`src/rtl/ctp_regs.svh`:
```
// Purpose: register map, field positions and framing constants of the correction table parser
// Assumes: included by bare name wherever the numbers are needed
// Notes: byte addresses on a 32-bit APB bus, one word per register
`ifndef CTP_REGS_SVH
`define CTP_REGS_SVH

// ****************************************
// register byte addresses
// ****************************************
`define CTP_OFS_CTRL 12'h000
`define CTP_OFS_PID 12'h004
`define CTP_OFS_GROUP 12'h008
`define CTP_OFS_SESSION 12'h00c
`define CTP_OFS_STATUS 12'h010
`define CTP_OFS_TIME 12'h014
`define CTP_OFS_POWER 12'h018
`define CTP_OFS_FREQ 12'h01c
`define CTP_OFS_NLI_LEN 12'h020
`define CTP_OFS_NLI_IDX 12'h024
`define CTP_OFS_NLI_DATA 12'h028

// ****************************************
// register fields and reset values
// ****************************************
`define CTP_CTRL_EN 0
`define CTP_CTRL_MODE 1
`define CTP_ST_CRC_ERR 0
`define CTP_ST_OVERRUN 1
`define CTP_ST_CORR 2
`define CTP_ST_NLI 3
`define CTP_ST_CLS_LO 4
`define CTP_ST_CLS_HI 5
`define CTP_PWR_SEL 7
`define CTP_PWR_CAT_LO 8
`define CTP_PWR_CAT_HI 9
`define CTP_PWR_PRES 10
`define CTP_TIME_PRES 16
`define CTP_FREQ_PRES 16
`define CTP_PID_RST 13'h0000
`define CTP_GROUP_RST 8'h00
`define CTP_SESSION_RST 16'h0000

// ****************************************
// section framing
// ****************************************
`define CTP_TBL_HDR_LAST 12'h007
`define CTP_TIM_HDR_LAST 12'h00c
`define CTP_LEN_HI_IDX 12'h001
`define CTP_LEN_LO_IDX 12'h002
`define CTP_PRE_LEN_BYTES 12'h003
`define CTP_CRC_BYTES 12'h004
`define CTP_F_TIME 7
`define CTP_F_POW 6
`define CTP_F_FREQ 5
`define CTP_F_CAT_HI 4
`define CTP_F_CAT_LO 3
`define CTP_F_SCALE_HI 2
`define CTP_CRC_POLY 32'h04c11db7
`define CTP_CRC_INIT 32'hffffffff

// ****************************************
// descriptor tags
// ****************************************
`define CTP_TAG_NLI 8'ha0
`define CTP_TAG_STD_LO 8'ha0
`define CTP_TAG_STD_HI 8'hb6
`define CTP_TAG_RSV 8'hb4
`define CTP_TAG_LINKAGE 8'h4a
`define CTP_TAG_USER_LO 8'he0
`define CTP_TAG_USER_HI 8'hfe
`define CTP_NLI_MAX 9'h0ff

`endif

```
`src/rtl/ctp_pkg.sv`:
```
// Purpose: shared types of the correction table parser
// Assumes: nothing beyond the header of constants
// Notes: enum order follows the wire encoding
package ctp_pkg;
	typedef enum logic [1:0] {
		cat_traffic_burst,
		cat_common_signalling_burst,
		cat_acquisition_burst,
		cat_synchronisation_burst
	} ctp_cat_e;

	typedef enum logic [1:0] {
		cls_reserved,
		cls_standard,
		cls_user_defined
	} ctp_cls_e;
endpackage

```
`src/rtl/ctp_byte_if.sv`:
```
// Purpose: accepted section bytes shared by the parser, checksum and tag classifier
// Assumes: one clock domain
// Notes: first marks byte 0 of a section
interface ctp_byte_if;
	import ctp_pkg::*;
	logic [7:0] data;
	logic valid;
	logic first;
	logic [31:0] crc;
	ctp_cls_e cls;
	modport parser (output data, output valid, output first, input crc, input cls);
	modport crc_end (input data, input valid, input first, output crc);
	modport tag_end (input data, output cls);
endinterface

```
`src/rtl/ctp_crc32.sv`:
```
// Purpose: running 32-bit section checksum, msb first, all-ones start
// Assumes: restarted by the first byte of each section
// Notes: crc reads zero after the trailing checksum bytes of a good section
`include "ctp_regs.svh"
module ctp_crc32 (
	input wire logic clk_i,
	input wire logic rst_i,
	ctp_byte_if.crc_end bif
);
	import ctp_pkg::*;
	logic [31:0] crc_r;
	logic [31:0] stage [0:8];

	assign stage[0] = bif.first ? `CTP_CRC_INIT : crc_r;

	// one xor stage per bit of the byte
	for (genvar i = 0; i < 8; i++) begin : g_bit
		assign stage[i + 1] = {stage[i][30:0], 1'b0} ^
			((stage[i][31] ^ bif.data[7 - i]) ? `CTP_CRC_POLY : 32'h0000_0000);
	end

	always_ff @(posedge clk_i) begin
		if (rst_i) begin
			crc_r <= `CTP_CRC_INIT;
		end else if (bif.valid) begin
			crc_r <= stage[8];
		end
	end

	assign bif.crc = crc_r;
endmodule

```
`src/rtl/ctp_tag_class.sv`:
```
// Purpose: classify a descriptor tag byte
// Assumes: data is the tag byte when the parser samples cls
// Notes: purely combinational
`include "ctp_regs.svh"
module ctp_tag_class (
	ctp_byte_if.tag_end bif
);
	import ctp_pkg::*;

	always_comb begin
		if (bif.data >= `CTP_TAG_USER_LO && bif.data <= `CTP_TAG_USER_HI) begin
			bif.cls = cls_user_defined;
		end else if (bif.data == `CTP_TAG_LINKAGE) begin
			bif.cls = cls_standard;
		end else if (bif.data >= `CTP_TAG_STD_LO && bif.data <= `CTP_TAG_STD_HI && bif.data != `CTP_TAG_RSV) begin
			bif.cls = cls_standard;
		end else begin
			bif.cls = cls_reserved;
		end
	end
endmodule

```
`src/rtl/ctp_parser.sv`:
```
// Purpose: parse correction feedback table sections and descriptor loops for this terminal
// Assumes: section bytes arrive in order from the demultiplexer on the system clock
// Notes: correction outputs and layer info length are only released after the section checksum passes; payload bytes are stored as they arrive

`include "ctp_regs.svh"

// Overview of operation
// - accept section bytes only from the programmed transport PID
// - first 64 bits of a table section are the private header
// - entry count plus one gives the number of entries
// - each entry opens with a group number compared with ours
// - a 16-bit session number follows, compared with ours
// - session numbers match in unscrambled form on both sides
// - timing byte present only when its flag is one
// - power flag brings selector bit then 7-bit power or measured snr
// - frequency flag brings a 16-bit final field
// - entry fields decode like the unicast correction descriptor
// - entry length comes only from presence flags
// - checksum over whole section must leave a zero remainder
// - descriptors open with a tag byte naming the type
// - length byte counts the body and bounds the skip
// - tags e0 to fe are user-defined extensions
// - layer info payload is at most 255 bytes
// - layer info payload is passed on untouched
// - burst category 00 traffic, 01 signalling, 10 acquisition, 11 sync
// - timing shifted by exponent, vacated bits one then zeros
// - scaled timing counts 27 MHz reference clock cycles
// - frequency in 10 Hz steps, negative lowers the carrier
module ctp_parser (
	input wire logic clk_i,
	input wire logic rst_i,
	input wire logic psel_i,
	input wire logic penable_i,
	input wire logic pwrite_i,
	input wire logic [11:0] paddr_i,
	input wire logic [31:0] pwdata_i,
	output logic [31:0] prdata_o,
	output logic pready_o,
	output logic pslverr_o,
	input wire logic [7:0] sec_byte_i,
	input wire logic sec_valid_i,
	input wire logic sec_start_i,
	input wire logic [12:0] sec_pid_i,
	output logic corr_valid_o,
	output logic corr_time_present_o,
	output logic [15:0] corr_time_o,
	output logic corr_power_present_o,
	output logic corr_power_sel_o,
	output logic [6:0] corr_power_o,
	output logic corr_freq_present_o,
	output logic [15:0] corr_freq_o,
	output ctp_pkg::ctp_cat_e corr_cat_o,
	output logic nli_valid_o,
	output logic sec_error_o
);
	import ctp_pkg::*;

	typedef enum {
		st_idle, st_hdr, st_count, st_grp, st_ses_h, st_ses_l, st_flags, st_time, st_power,
		st_freq_h, st_freq_l, st_d_tag, st_d_len, st_d_body, st_tail, st_check, st_drop
	} ctp_state_e;

	ctp_state_e state_r;
	logic ctrl_en_r, ctrl_mode_r, sec_mode_r;
	logic [12:0] pid_r;
	logic [7:0] group_r;
	logic [15:0] session_r;
	logic [11:0] bidx_r, sec_len_r;
	logic [8:0] left_r;
	logic [7:0] flags_r, time_r, pow_r, ses_hi_r, freq_hi_r, tag_r, dcnt_r;
	logic grp_hit_r, ses_hit_r;
	logic pend_valid_r;
	logic [7:0] pend_flags_r, pend_time_r, pend_pow_r;
	logic [15:0] pend_freq_r;
	logic nli_pend_r;
	logic [7:0] nli_wptr_r, nli_pend_len_r, nli_len_r, nli_idx_r;
	logic [7:0] nli_mem [0:254];
	ctp_cls_e last_cls_r;
	logic st_crc_r, st_ovr_r, st_corr_r, st_nli_r;
	logic [31:0] prdata_r;
	logic acc, first, in_body, field_st, entry_end, desc_end, crc_ok;
	logic ev_ovr, ev_ok, ev_bad;
	logic [7:0] fl;
	logic [11:0] hdr_last;
	ctp_state_e entry_nxt;
	logic apb_wr, apb_setup, addr_ok;

	ctp_byte_if bif ();

	// ****************************************
	// byte acceptance and helpers
	// ****************************************
	assign acc = sec_valid_i && ctrl_en_r && (sec_pid_i == pid_r);
	assign first = acc && sec_start_i;
	assign bif.data = sec_byte_i;
	assign bif.valid = acc;
	assign bif.first = first;
	assign crc_ok = (bif.crc == 32'h0000_0000);
	// body ends where the four checksum bytes begin
	assign in_body = (bidx_r + `CTP_CRC_BYTES) < (sec_len_r + `CTP_PRE_LEN_BYTES);
	assign hdr_last = sec_mode_r ? `CTP_TIM_HDR_LAST : `CTP_TBL_HDR_LAST;

	ctp_crc32 u_crc (
		.clk_i(clk_i),
		.rst_i(rst_i),
		.bif(bif)
	);

	ctp_tag_class u_tag (
		.bif(bif)
	);

	always_comb begin
		field_st = (state_r inside {st_count, st_grp, st_ses_h, st_ses_l, st_flags, st_time, st_power,
			st_freq_h, st_freq_l, st_d_tag, st_d_len, st_d_body});
	end

	// entry length follows from the flags alone, no tag or length bytes
	always_comb begin
		fl = (state_r == st_flags) ? sec_byte_i : flags_r;
		entry_nxt = st_idle;
		case (state_r)
			st_flags: begin
				entry_nxt = fl[`CTP_F_TIME] ? st_time : fl[`CTP_F_POW] ? st_power :
					fl[`CTP_F_FREQ] ? st_freq_h : st_idle;
			end
			st_time: begin
				entry_nxt = fl[`CTP_F_POW] ? st_power : fl[`CTP_F_FREQ] ? st_freq_h : st_idle;
			end
			st_power: begin
				entry_nxt = fl[`CTP_F_FREQ] ? st_freq_h : st_idle;
			end
			st_freq_h: begin
				entry_nxt = st_freq_l;
			end
			default: begin
				entry_nxt = st_idle;
			end
		endcase
		entry_end = acc && !first && in_body && entry_nxt == st_idle &&
			(state_r inside {st_flags, st_time, st_power, st_freq_l});
		desc_end = acc && !first && in_body && ((state_r == st_d_len && sec_byte_i == 8'h00) ||
			(state_r == st_d_body && dcnt_r == 8'h01));
	end

	assign ev_ovr = acc && !first && field_st && !in_body;
	assign ev_ok = (state_r == st_check) && crc_ok;
	assign ev_bad = (state_r == st_check) && !crc_ok;

	// ****************************************
	// section walk
	// ****************************************
	always_ff @(posedge clk_i) begin
		if (rst_i) begin
			state_r <= st_idle;
			bidx_r <= 12'h000;
			sec_len_r <= 12'h000;
			sec_mode_r <= 1'b0;
			left_r <= 9'h000;
		end else if (first) begin
			state_r <= st_hdr;
			bidx_r <= 12'h001;
			sec_mode_r <= ctrl_mode_r;
		end else if (state_r == st_check) begin
			state_r <= st_idle;
		end else if (ev_ovr) begin
			state_r <= st_drop;
		end else if (acc) begin
			bidx_r <= bidx_r + 12'h001;
			case (state_r)
				st_hdr: begin
					if (bidx_r == `CTP_LEN_HI_IDX) begin
						sec_len_r[11:8] <= sec_byte_i[3:0];
					end
					if (bidx_r == `CTP_LEN_LO_IDX) begin
						sec_len_r[7:0] <= sec_byte_i;
					end
					if (bidx_r == hdr_last) begin
						state_r <= st_count;
					end
				end
				st_count: begin
					left_r <= {1'b0, sec_byte_i} + 9'h001;
					state_r <= sec_mode_r ? st_d_tag : st_grp;
				end
				st_grp: state_r <= st_ses_h;
				st_ses_h: state_r <= st_ses_l;
				st_ses_l: state_r <= st_flags;
				st_flags, st_time, st_power, st_freq_h, st_freq_l: begin
					if (entry_end) begin
						left_r <= left_r - 9'h001;
						state_r <= (left_r == 9'h001) ? st_tail : st_grp;
					end else begin
						state_r <= entry_nxt;
					end
				end
				st_d_tag: state_r <= st_d_len;
				st_d_len, st_d_body: begin
					if (desc_end) begin
						left_r <= left_r - 9'h001;
						state_r <= (left_r == 9'h001) ? st_tail : st_d_tag;
					end else begin
						state_r <= st_d_body;
					end
				end
				st_tail: begin
					// pad bytes before the checksum are absorbed here
					if (bidx_r == sec_len_r + `CTP_CRC_BYTES - 12'h002) begin
						state_r <= st_check;
					end
				end
				default: state_r <= state_r;
			endcase
		end
	end

	// ****************************************
	// entry fields and matching
	// ****************************************
	always_ff @(posedge clk_i) begin
		if (rst_i) begin
			flags_r <= 8'h00;
			time_r <= 8'h00;
			pow_r <= 8'h00;
			ses_hi_r <= 8'h00;
			freq_hi_r <= 8'h00;
			grp_hit_r <= 1'b0;
			ses_hit_r <= 1'b0;
		end else if (acc && !first && in_body) begin
			case (state_r)
				st_grp: grp_hit_r <= (sec_byte_i == group_r);
				st_ses_h: ses_hi_r <= sec_byte_i;
				// both numbers are compared unscrambled
				st_ses_l: ses_hit_r <= ({ses_hi_r, sec_byte_i} == session_r);
				st_flags: begin
					flags_r <= sec_byte_i;
					time_r <= 8'h00;
					pow_r <= 8'h00;
				end
				st_time: time_r <= sec_byte_i;
				st_power: pow_r <= sec_byte_i;
				st_freq_h: freq_hi_r <= sec_byte_i;
				default: flags_r <= flags_r;
			endcase
		end
	end

	// a later matching entry in the same section replaces an earlier one
	always_ff @(posedge clk_i) begin
		if (rst_i || first) begin
			pend_valid_r <= 1'b0;
			pend_flags_r <= 8'h00;
			pend_time_r <= 8'h00;
			pend_pow_r <= 8'h00;
			pend_freq_r <= 16'h0000;
		end else if (entry_end && grp_hit_r && ses_hit_r) begin
			pend_valid_r <= 1'b1;
			pend_flags_r <= fl;
			pend_time_r <= (state_r == st_time) ? sec_byte_i : time_r;
			pend_pow_r <= (state_r == st_power) ? sec_byte_i : pow_r;
			pend_freq_r <= (state_r == st_freq_l) ? {freq_hi_r, sec_byte_i} : 16'h0000;
		end
	end

	// ****************************************
	// descriptor loop and layer info payload
	// ****************************************
	always_ff @(posedge clk_i) begin
		if (rst_i || first) begin
			tag_r <= 8'h00;
			dcnt_r <= 8'h00;
			nli_wptr_r <= 8'h00;
			nli_pend_r <= 1'b0;
			nli_pend_len_r <= 8'h00;
		end else if (acc && in_body) begin
			case (state_r)
				st_d_tag: begin
					tag_r <= sec_byte_i;
				end
				st_d_len: begin
					dcnt_r <= sec_byte_i;
					if (tag_r == `CTP_TAG_NLI) begin
						nli_wptr_r <= 8'h00;
						nli_pend_r <= 1'b1;
						nli_pend_len_r <= sec_byte_i;
					end
				end
				st_d_body: begin
					dcnt_r <= dcnt_r - 8'h01;
					// the 8-bit pointer stops at the last slot of 255
					if (tag_r == `CTP_TAG_NLI && {1'b0, nli_wptr_r} < `CTP_NLI_MAX - 9'h001) begin
						nli_wptr_r <= nli_wptr_r + 8'h01;
					end
				end
				default: tag_r <= tag_r;
			endcase
		end
	end

	// payload is stored byte for byte, never interpreted
	always_ff @(posedge clk_i) begin
		if (acc && !first && in_body && state_r == st_d_body && tag_r == `CTP_TAG_NLI) begin
			nli_mem[nli_wptr_r] <= sec_byte_i;
		end
	end

	always_ff @(posedge clk_i) begin
		if (rst_i) begin
			last_cls_r <= cls_reserved;
		end else if (acc && !first && state_r == st_d_tag) begin
			last_cls_r <= bif.cls;
		end
	end

	// ****************************************
	// release of results
	// ****************************************
	function automatic logic [15:0] ctp_scale(input logic [7:0] raw, input logic [2:0] n);
		logic [15:0] v;
		v = {{8{raw[7]}}, raw} << n;
		if (n != 3'h0) begin
			v = v | (16'h0001 << (n - 3'h1));
		end
		return v;
	endfunction

	always_ff @(posedge clk_i) begin
		if (rst_i) begin
			corr_valid_o <= 1'b0;
			corr_time_present_o <= 1'b0;
			corr_time_o <= 16'h0000;
			corr_power_present_o <= 1'b0;
			corr_power_sel_o <= 1'b0;
			corr_power_o <= 7'h00;
			corr_freq_present_o <= 1'b0;
			corr_freq_o <= 16'h0000;
			corr_cat_o <= cat_traffic_burst;
			nli_valid_o <= 1'b0;
			nli_len_r <= 8'h00;
			sec_error_o <= 1'b0;
		end else begin
			corr_valid_o <= ev_ok && pend_valid_r;
			nli_valid_o <= ev_ok && nli_pend_r;
			sec_error_o <= ev_bad || ev_ovr;
			if (ev_ok && pend_valid_r) begin
				corr_time_present_o <= pend_flags_r[`CTP_F_TIME];
				// counts of the 27 MHz reference clock
				corr_time_o <= ctp_scale(pend_time_r, pend_flags_r[`CTP_F_SCALE_HI:0]);
				corr_power_present_o <= pend_flags_r[`CTP_F_POW];
				corr_power_sel_o <= pend_pow_r[`CTP_PWR_SEL];
				corr_power_o <= pend_pow_r[6:0];
				corr_freq_present_o <= pend_flags_r[`CTP_F_FREQ];
				// signed 10 Hz steps, negative lowers the carrier
				corr_freq_o <= pend_freq_r;
				corr_cat_o <= ctp_cat_e'(pend_flags_r[`CTP_F_CAT_HI:`CTP_F_CAT_LO]);
			end
			if (ev_ok && nli_pend_r) begin
				nli_len_r <= nli_pend_len_r;
			end
		end
	end

	// ****************************************
	// apb slave
	// ****************************************
	assign apb_setup = psel_i && !penable_i;
	assign apb_wr = psel_i && penable_i && pwrite_i;
	assign addr_ok = (paddr_i[1:0] == 2'h0) && (paddr_i <= `CTP_OFS_NLI_DATA);
	assign pready_o = 1'b1;
	assign pslverr_o = psel_i && penable_i && !addr_ok;
	assign prdata_o = prdata_r;

	always_ff @(posedge clk_i) begin
		if (rst_i) begin
			ctrl_en_r <= 1'b0;
			ctrl_mode_r <= 1'b0;
			pid_r <= `CTP_PID_RST;
			group_r <= `CTP_GROUP_RST;
			session_r <= `CTP_SESSION_RST;
			nli_idx_r <= 8'h00;
		end else if (apb_wr) begin
			case (paddr_i)
				`CTP_OFS_CTRL: begin
					ctrl_en_r <= pwdata_i[`CTP_CTRL_EN];
					ctrl_mode_r <= pwdata_i[`CTP_CTRL_MODE];
				end
				`CTP_OFS_PID: pid_r <= pwdata_i[12:0];
				`CTP_OFS_GROUP: group_r <= pwdata_i[7:0];
				`CTP_OFS_SESSION: session_r <= pwdata_i[15:0];
				`CTP_OFS_NLI_IDX: nli_idx_r <= pwdata_i[7:0];
				default: nli_idx_r <= nli_idx_r;
			endcase
		end
	end

	// sticky flags, write one to clear, a new event wins over the clear
	always_ff @(posedge clk_i) begin
		if (rst_i) begin
			st_crc_r <= 1'b0;
			st_ovr_r <= 1'b0;
			st_corr_r <= 1'b0;
			st_nli_r <= 1'b0;
		end else begin
			st_crc_r <= ev_bad || (st_crc_r && !(apb_wr && paddr_i == `CTP_OFS_STATUS &&
				pwdata_i[`CTP_ST_CRC_ERR]));
			st_ovr_r <= ev_ovr || (st_ovr_r && !(apb_wr && paddr_i == `CTP_OFS_STATUS &&
				pwdata_i[`CTP_ST_OVERRUN]));
			st_corr_r <= (ev_ok && pend_valid_r) || (st_corr_r && !(apb_wr && paddr_i == `CTP_OFS_STATUS &&
				pwdata_i[`CTP_ST_CORR]));
			st_nli_r <= (ev_ok && nli_pend_r) || (st_nli_r && !(apb_wr && paddr_i == `CTP_OFS_STATUS &&
				pwdata_i[`CTP_ST_NLI]));
		end
	end

	// read data is fetched in the setup cycle so it comes from a flop
	always_ff @(posedge clk_i) begin
		if (rst_i) begin
			prdata_r <= 32'h0000_0000;
		end else if (apb_setup) begin
			prdata_r <= 32'h0000_0000;
			case (paddr_i)
				`CTP_OFS_CTRL: begin
					prdata_r[`CTP_CTRL_EN] <= ctrl_en_r;
					prdata_r[`CTP_CTRL_MODE] <= ctrl_mode_r;
				end
				`CTP_OFS_PID: prdata_r[12:0] <= pid_r;
				`CTP_OFS_GROUP: prdata_r[7:0] <= group_r;
				`CTP_OFS_SESSION: prdata_r[15:0] <= session_r;
				`CTP_OFS_STATUS: begin
					prdata_r[`CTP_ST_CRC_ERR] <= st_crc_r;
					prdata_r[`CTP_ST_OVERRUN] <= st_ovr_r;
					prdata_r[`CTP_ST_CORR] <= st_corr_r;
					prdata_r[`CTP_ST_NLI] <= st_nli_r;
					prdata_r[`CTP_ST_CLS_HI:`CTP_ST_CLS_LO] <= last_cls_r;
				end
				`CTP_OFS_TIME: begin
					prdata_r[15:0] <= corr_time_o;
					prdata_r[`CTP_TIME_PRES] <= corr_time_present_o;
				end
				`CTP_OFS_POWER: begin
					prdata_r[6:0] <= corr_power_o;
					prdata_r[`CTP_PWR_SEL] <= corr_power_sel_o;
					prdata_r[`CTP_PWR_CAT_HI:`CTP_PWR_CAT_LO] <= corr_cat_o;
					prdata_r[`CTP_PWR_PRES] <= corr_power_present_o;
				end
				`CTP_OFS_FREQ: begin
					prdata_r[15:0] <= corr_freq_o;
					prdata_r[`CTP_FREQ_PRES] <= corr_freq_present_o;
				end
				`CTP_OFS_NLI_LEN: prdata_r[7:0] <= nli_len_r;
				`CTP_OFS_NLI_IDX: prdata_r[7:0] <= nli_idx_r;
				`CTP_OFS_NLI_DATA: begin
					if ({1'b0, nli_idx_r} < `CTP_NLI_MAX) begin
						prdata_r[7:0] <= nli_mem[nli_idx_r];
					end
				end
				default: prdata_r <= 32'h0000_0000;
			endcase
		end
	end
endmodule

```
`config.mk`:
```
export PLATFORM = sky130hd
export DESIGN_NAME = ctp_parser
export DESIGN_NICKNAME = d
export VERILOG_FILES = /design/src/rtl/ctp_pkg.sv /design/src/rtl/ctp_byte_if.sv /design/src/rtl/ctp_crc32.sv /design/src/rtl/ctp_tag_class.sv /design/src/rtl/ctp_parser.sv
export VERILOG_INCLUDE_DIRS = /design/src /design/src/rtl
export SDC_FILE = /design/constraint.sdc
export NUM_CORES = 2
export LEC_CHECK = 0
export BUFFER_PORTS_ARGS = -buffer_cell sky130_fd_sc_hd__buf_4
export CAP_MARGIN = 5
export CELL_PAD_IN_SITES_DETAIL_PLACEMENT = 0
export CELL_PAD_IN_SITES_GLOBAL_PLACEMENT = 1
export CORE_MARGIN = 5
export CORE_UTILIZATION = 45
export DETAILED_ROUTE_END_ITERATION = 12
export PLACE_DENSITY_LB_ADDON = 0.1
export SYNTH_ARGS = -nofsm -noshare
export SYNTH_HDL_FRONTEND = slang
export SYNTH_SLANG_ARGS = --single-unit
```
`constraint.sdc`:
```
create_clock -name clk_i -period 4.1 [get_ports clk_i]
set_input_delay 0.615 -clock clk_i [delete_from_list [all_inputs] [get_ports clk_i]]
set_output_delay 0.615 -clock clk_i [all_outputs]
set_load 0.1 [all_outputs]
```
Yosys cells after proc, flatten, opt, wreduce, memory -nomap -nowiden
Memories as Yosys holds them, arrays and structs flattened. A register that Yosys moved wholly into a read port is not among the register bits.
Cells that the tools add are included.
{"block": "classes", "mux": 59, "shifts": 2, "bitwise": 20, "add_sub_neg": 10, "n_reduce_logical": 103, "n_lt_le_gt_ge": 8, "n_eq_ne": 56}
{"cell": "$eq 32x4->1 const B", "count": 9}
{"cell": "$pmux 32 s9", "count": 1}
{"cell": "$xor 32x32->32", "count": 8}
{"cell": "$mux 27", "count": 8}
{"cell": "$eq 32x5->1 const B", "count": 6}
{"cell": "$mux 32", "count": 6}
{"cell": "$eq 32x3->1 const B", "count": 4}
{"cell": "$pmux 32 s4", "count": 1}
{"cell": "$eq 32x2->1 const B", "count": 2}
{"cell": "$logic_not 32->1", "count": 2}
{"cell": "$mux 8", "count": 8}
{"cell": "$pmux 8 s2", "count": 4}
{"cell": "$eq 12x5->1 const B", "count": 4}
{"cell": "$logic_and 1x1->1", "count": 40}
{"cell": "$pmux 4 s10", "count": 1}
{"cell": "$eq 12x6->1 const B", "count": 3}
{"cell": "$eq 32x1->1 const B", "count": 1}
{"cell": "$mux 16", "count": 2}
{"cell": "$reduce_and 2->1", "count": 14}
{"cell": "$pmux 9 s3", "count": 1}
{"cell": "$add 12x3->12 const B", "count": 2}
{"cell": "$eq 12x4->1 const B", "count": 2}
{"cell": "$reduce_bool 12->1", "count": 2}
{"cell": "$pmux 2 s11", "count": 1}
{"cell": "other kinds (64)", "count": 126}
{"block": "word_totals", "inputBits": 72, "out_inout_bits": 82, "ff_bits": 340, "memories": 1, "elab_cells": 310, "ram_bits": 2040}
{"name": "nli_mem", "depth": 255, "width": 8, "read_ports": 1, "rd_clocked_by_memory_dff": 1, "write_ports": 1, "line": "ctp_parser.sv:77", "source": "logic [7:0] nli_mem [0:254];"}

Depth between registers and ports, before layout
{"block": "logic_depth", "depth_word": 28, "ltp_mapped": 18, "depth_no_buf": 15}

Cells and area by module
Synthesis repeated with hierarchy kept, for this count alone.
{"block": "hier_totals", "cells_unflattened": 5749, "hier_area_um2": 96008.3}
{"module": "ctp_parser", "cells_per_inst": 5462, "n_inst": 1, "seq_area_each_um2": 67024.3, "area_per_inst_um2": 93579.8}
{"module": "ctp_crc32", "cells_per_inst": 275, "n_inst": 1, "seq_area_each_um2": 640.6, "area_per_inst_um2": 2352.3}
{"module": "ctp_tag_class", "cells_per_inst": 12, "n_inst": 1, "seq_area_each_um2": 0.0, "area_per_inst_um2": 76.3}

Worst setup path before layout
No wires, ideal clock.
{"block": "synth_path", "kind": "reg-to-reg", "startpoint": "register sec_len_r[1]", "endpoint": "memory nli_mem[224][0] (enable)", "slack_ps": -242, "synth_period_minus_slack_ps": 4342, "setup_ps": 370, "required_time_ps": 3730, "path_buffers": 2, "path_stages_with_launch": 17, "arrival_ps": 3972, "cell_sequence": "dfxtp_1 clkbuf_1 inv_1 ha_1 a21oi_1 nand3b_1 nor2_1 xnor2_1 ha_1 a21o_1 a21o_1 a21oi_1 nand3_1 nor4_1 nand2_1 clkbuf_1 nor2_1"}
{"block": "synth_between", "elab_chain_len": 7}
{"element": "from (decl)", "line": "ctp_parser.sv:68", "source": "logic [11:0] bidx_r, sec_len_r;"}
{"element": "from (signal assigned)", "line": "ctp_parser.sv:176", "source": "sec_len_r[7:0] <= sec_byte_i;"}
{"element": "$add 12x2->12 (no line)"}
{"element": "$lt 12x12->1", "line": "ctp_parser.sv:100", "source": "assign in_body = (bidx_r + `CTP_CRC_BYTES) < (sec_len_r + `CTP_PRE_LEN_BYTES);"}
{"element": "$logic_and 1x1->1 (2 in a row)", "line": "ctp_parser.sv:302", "source": "if (acc && !first && in_body && state_r == st_d_body && tag_r == `CTP_TAG_NLI) begin"}
{"element": "$logic_and 1x1->1 (no line)"}
{"element": "$mux 1", "line": "ctp_parser.sv:302"}
{"element": "$mux 1 (not written as such)", "line": "ctp_parser.sv:303", "source": "nli_mem[nli_wptr_r] <= sec_byte_i;"}
{"element": "to (decl)", "line": "ctp_parser.sv:77"}
No other way between the ends.

Worst setup path after layout
{"block": "layout_path", "startpoint": "register sec_len_r[1]", "endpoint": "memory nli_mem[236][3] (enable)"}
Same word-level chain as after synthesis.

==> key figures <==
Global route
  – Pin count of the biggest net entering global routing: 145
  – Overall Global Routing Usage: roughly a quarter
  – Global route total overflow: 0
  – First-pass GRT wire length: slightly below 400000 microns
  – Initial antenna violation count: 15
  – Vias in the first global route: about 53000

STA
  – Period utilization: about 96%
  – Final setup viols: 0
  – Worst slew pin tran: 1.25 ns
  – Final WS setup: 0.171 ns
  – Min Hold Slack: slightly below 0.09 ns
  – Slew headroom: between 10% and 20%
  – Worst Skew: roughly 0.06 ns
  – Min Clock Period, post-route: about 3.9 ns
  – Final hold viol count: 0
  – Fin. max-slew vios: 0
  – Highest clock rate: roughly 250 MHz

Floorplan
  – Die area: 222000 sq um
  – Top Ports: around 150
  – Initial core utilization: 45.2%
  – Die width: 472 microns
  – Core region area: roughly 210000 sq um
  – Core Rows: 169
  – Overall die height: 472 microns

Power
  – Static leakage: about 0.036 uW
  – PD cells: between 400 and 500 nW/um^2
  – Peak VDD IR: ~0.0005 V
  – Total power: around 50000 uW

CTS
  – Post-CTS Setup Inserts: 0
  – CTS Sinks: approximately 2400
  – Htree depth: 4
  – Number of buffers created by CTS: roughly 240
  – CTS tree: yes
  – Root Buffer: clkbuf_16
  – Clock slew at reported path FFs: roughly 0.06 ns
  – Worst-skew pair later-pin latency: about 0.9 ns
  – Clk buf depth: 3

Worst setup path
  – Worst Setup End Kind: flip-flop
  – RR Startpoint: sec_len_r[1]$_SDFFE_PP0P_
  – CP Class: reg2reg
  – Arrival @ worst endpoint: approximately 4.5 ns
  – CP Data Required Time: around 4.6 ns
  – FF-to-FF path depth: 19
  – Startpoint types: flip-flop
  – CP Max Fanout: 16
  – Reg2reg end: nli_mem[236][3]$_DFFE_PP_
  – Reg2Reg Setup Slack: around 0.17 ns

Synthesis
  – Register area share after synthesis: a little over two thirds
  – Warnings from Yosys: 0
  – EDFF count, synth: between 2000 and 2500
  – Synth Area per Inst: ~18 sq um
  – Dominant synthesized flop cell: edfxtp_1
  – Post-Syn Instances: between 5000 and 6000
  – Post-synth ARST share: 0%
  – Cell Area, Synth: between 90000 and 100000 sq um
  – Yosys reg bits: about 2400
  – Synth unique cells: 80

Placed design
  – Post-DP HPWL: 178000 microns
  – Port bufs: approximately 120
  – GPL Wtd Cong: about 0.87
  – Setup slack at placement: -0.239 ns

Min path
  – Hold Path End: nli_mem[14][1]$_DFFE_PP_
  – Hold path depth: 1
  – Hold Path Class: in2reg
  – Worst Hold Launch: sec_byte_i[1]

Finish
  – Most frequent cells in the layout: edfxtp_1 (2040), buf_4 (689), mux4_2 (609)
  – Share of layout cells above drive strength 1: approximately 30%
  – Nets: around 6300
  – Commonest non-fill, non-tap cell in the layout: edfxtp_1
  – Synth-to-layout area growth: 18.3%

Route
  – Drt drc: 0
  – WL final: ~270000 microns
  – Pre-antenna DRT Iters: 6
  – Routed via count: about 53000
  – Drt first-iter violations: ~5400
  – Routed len/inst: 29.7 microns
  – ANT nets after route: 0
  – Vias per inst: about 5.8

Status
  – Status: finished clean

Job
  – Max_cap viols: 0
==> cells in the mapped netlist, types with 9 or more instances <==
cell type | count | area (sq um)
nand2_1 | 354 | 1330
o211ai_1 | 41 | 308
buf_6 | 35 | 394
xor2_1 | 46 | 403
nor3_1 | 52 | 260
ha_1 | 33 | 413
buf_2 | 55 | 275
nand3_1 | 82 | 410
a211oi_1 | 47 | 353
a31oi_1 | 13 | 81.3
inv_1 | 26 | 97.6
o21ai_0 | 75 | 375
xnor2_1 | 134 | 1170
nand4_1 | 25 | 156
mux2_2 | 12 | 135
a221oi_1 | 17 | 149
o22ai_1 | 9 | 56.3
nor2_1 | 519 | 1950
o21a_1 | 9 | 67.6
mux4_1 | 14 | 368
buf_4 | 38 | 285
a21oi_1 | 193 | 966
clkbuf_1 | 203 | 762
nor2b_1 | 26 | 163
nor4_1 | 39 | 244
mux4_2 | 609 | 13700
mux2i_1 | 137 | 1370
or3_1 | 10 | 62.6
edfxtp_1 | 2040 | 61300
buf_1 | 29 | 109
a22oi_1 | 38 | 285
and3_1 | 16 | 100
nand2b_1 | 10 | 62.6
dfxtp_1 | 320 | 6410
==> final cells by class <==
class | count | area [sq um]
diodes | 6 | 15.0
clock inverters | 152 | 1690
flip-flops and latches | 2360 | 67700
repair buffers | 825 | 7530
clock buffers | 299 | 6380
fillers | 16903 | 98600
multi-input cells | 2696 | 26500
inverters | 30 | 113
well taps | 2821 | 3530
==> metal layers <==
| metal | share of wire (%) | routed length [microns] | global-route usage (%) | vias up |
|---|---|---|---|---|
| met5 | 0.0048 | 13 | 0 | - |
| li1 | - | - | - | 23015 |
| met1 | 43 | 116000 | 34.5 | 27749 |
| met2 | 48 | 132000 | 39.6 | 1773 |
| met3 | 6.3 | 17300 | 3.92 | 365 |
| met4 | 2.7 | 7440 | 6.49 | 2 |
==> power breakdown <==
group	switching, uW	internal (uW)
clock network	9420	12900
logic	785	231
registers	4.12	26000
==> state kept, by name, indices dropped and copies added (netlist names), 9 cells and up, named ones only <==
signal         count
prdata_o          17
nli_mem         2040
pid_r             13
u_crc.bif.crc     32
corr_freq_o       16
pend_freq_r       16
sec_len_r         12
session_r         16
corr_time_o       15
left_r             9
bidx_r            12
==> critical path, stage by stage (launching register included) <==
cell      delay (ns)
dfxtp_2         0.33
buf_4           0.14
ha_1            0.21
a21oi_2         0.13
nand3b_1        0.18
xor2_1          0.17
ha_1            0.26
a21o_1          0.17
a21o_1          0.18
a21oi_2         0.16
buf_4           0.16
o211a_4         0.17
nand3_4         0.11
buf_4           0.18
nor4_2          0.27
buf_4           0.19
nand2_2         0.12
buf_12          0.19
nor2_1          0.09
buf_4           0.21
==> through the flow <==
stage	TNS (ns)	instance area [sq um]	util (%)	instances
floorplan	0	96000	-	5456
global placement	-166.10	105000	49.4	8714
detailed placement	-92.84	105000	49.4	8714
CTS	0	113000	53.3	9181
global route	-0.0120	113000	53.5	9186
finish	0	113000	53.5	9189
==> cells by family after synthesis <==
family | Yosys count | synth area share (%)
AOI/OAI and AO/OA | 505 | 3.32
xor gates and xnor gates | 186 | 1.78
adders and majority gates | 33 | 0.431
buffers and inverters | 400 | 2.22
DFF | 2360 | 70.6
muxes | 772 | 16.3
other | 2 | 0.00783
and+or+nand+nor | 1184 | 5.39
==> how the worst max path moves through the flow <==
stage                               from                   endpoint  slack, ns  depth (start not counted)
3_5_place_dp   sec_len_r[1]$_SDFFE_PP0P_  nli_mem[162][1]$_DFFE_PP_      -0.24                         19
4_1_cts        sec_len_r[1]$_SDFFE_PP0P_  nli_mem[195][6]$_DFFE_PP_       0.03                         19
2_1_floorplan  sec_len_r[1]$_SDFFE_PP0P_  nli_mem[120][0]$_DFFE_PP_       0.02                         16
3_3_place_gp   sec_len_r[1]$_SDFFE_PP0P_  nli_mem[163][1]$_DFFE_PP_      -0.29                         19
6_report       sec_len_r[1]$_SDFFE_PP0P_  nli_mem[236][3]$_DFFE_PP_       0.17                         19
5_1_grt        sec_len_r[1]$_SDFFE_PP0P_   nli_mem[26][3]$_DFFE_PP_     -0.005                         19
==> what timing repair did <==
item                                    in CTS  in global routing
hold buffers                                15                  0
resized for setup                           10                 69
endpoints found under the setup margin    1738               1984
cloned                                       1                  2
pin swaps                                    0                  2
hold endpoints to repair                    27                  0
Power figures use the tool's default switching activity.
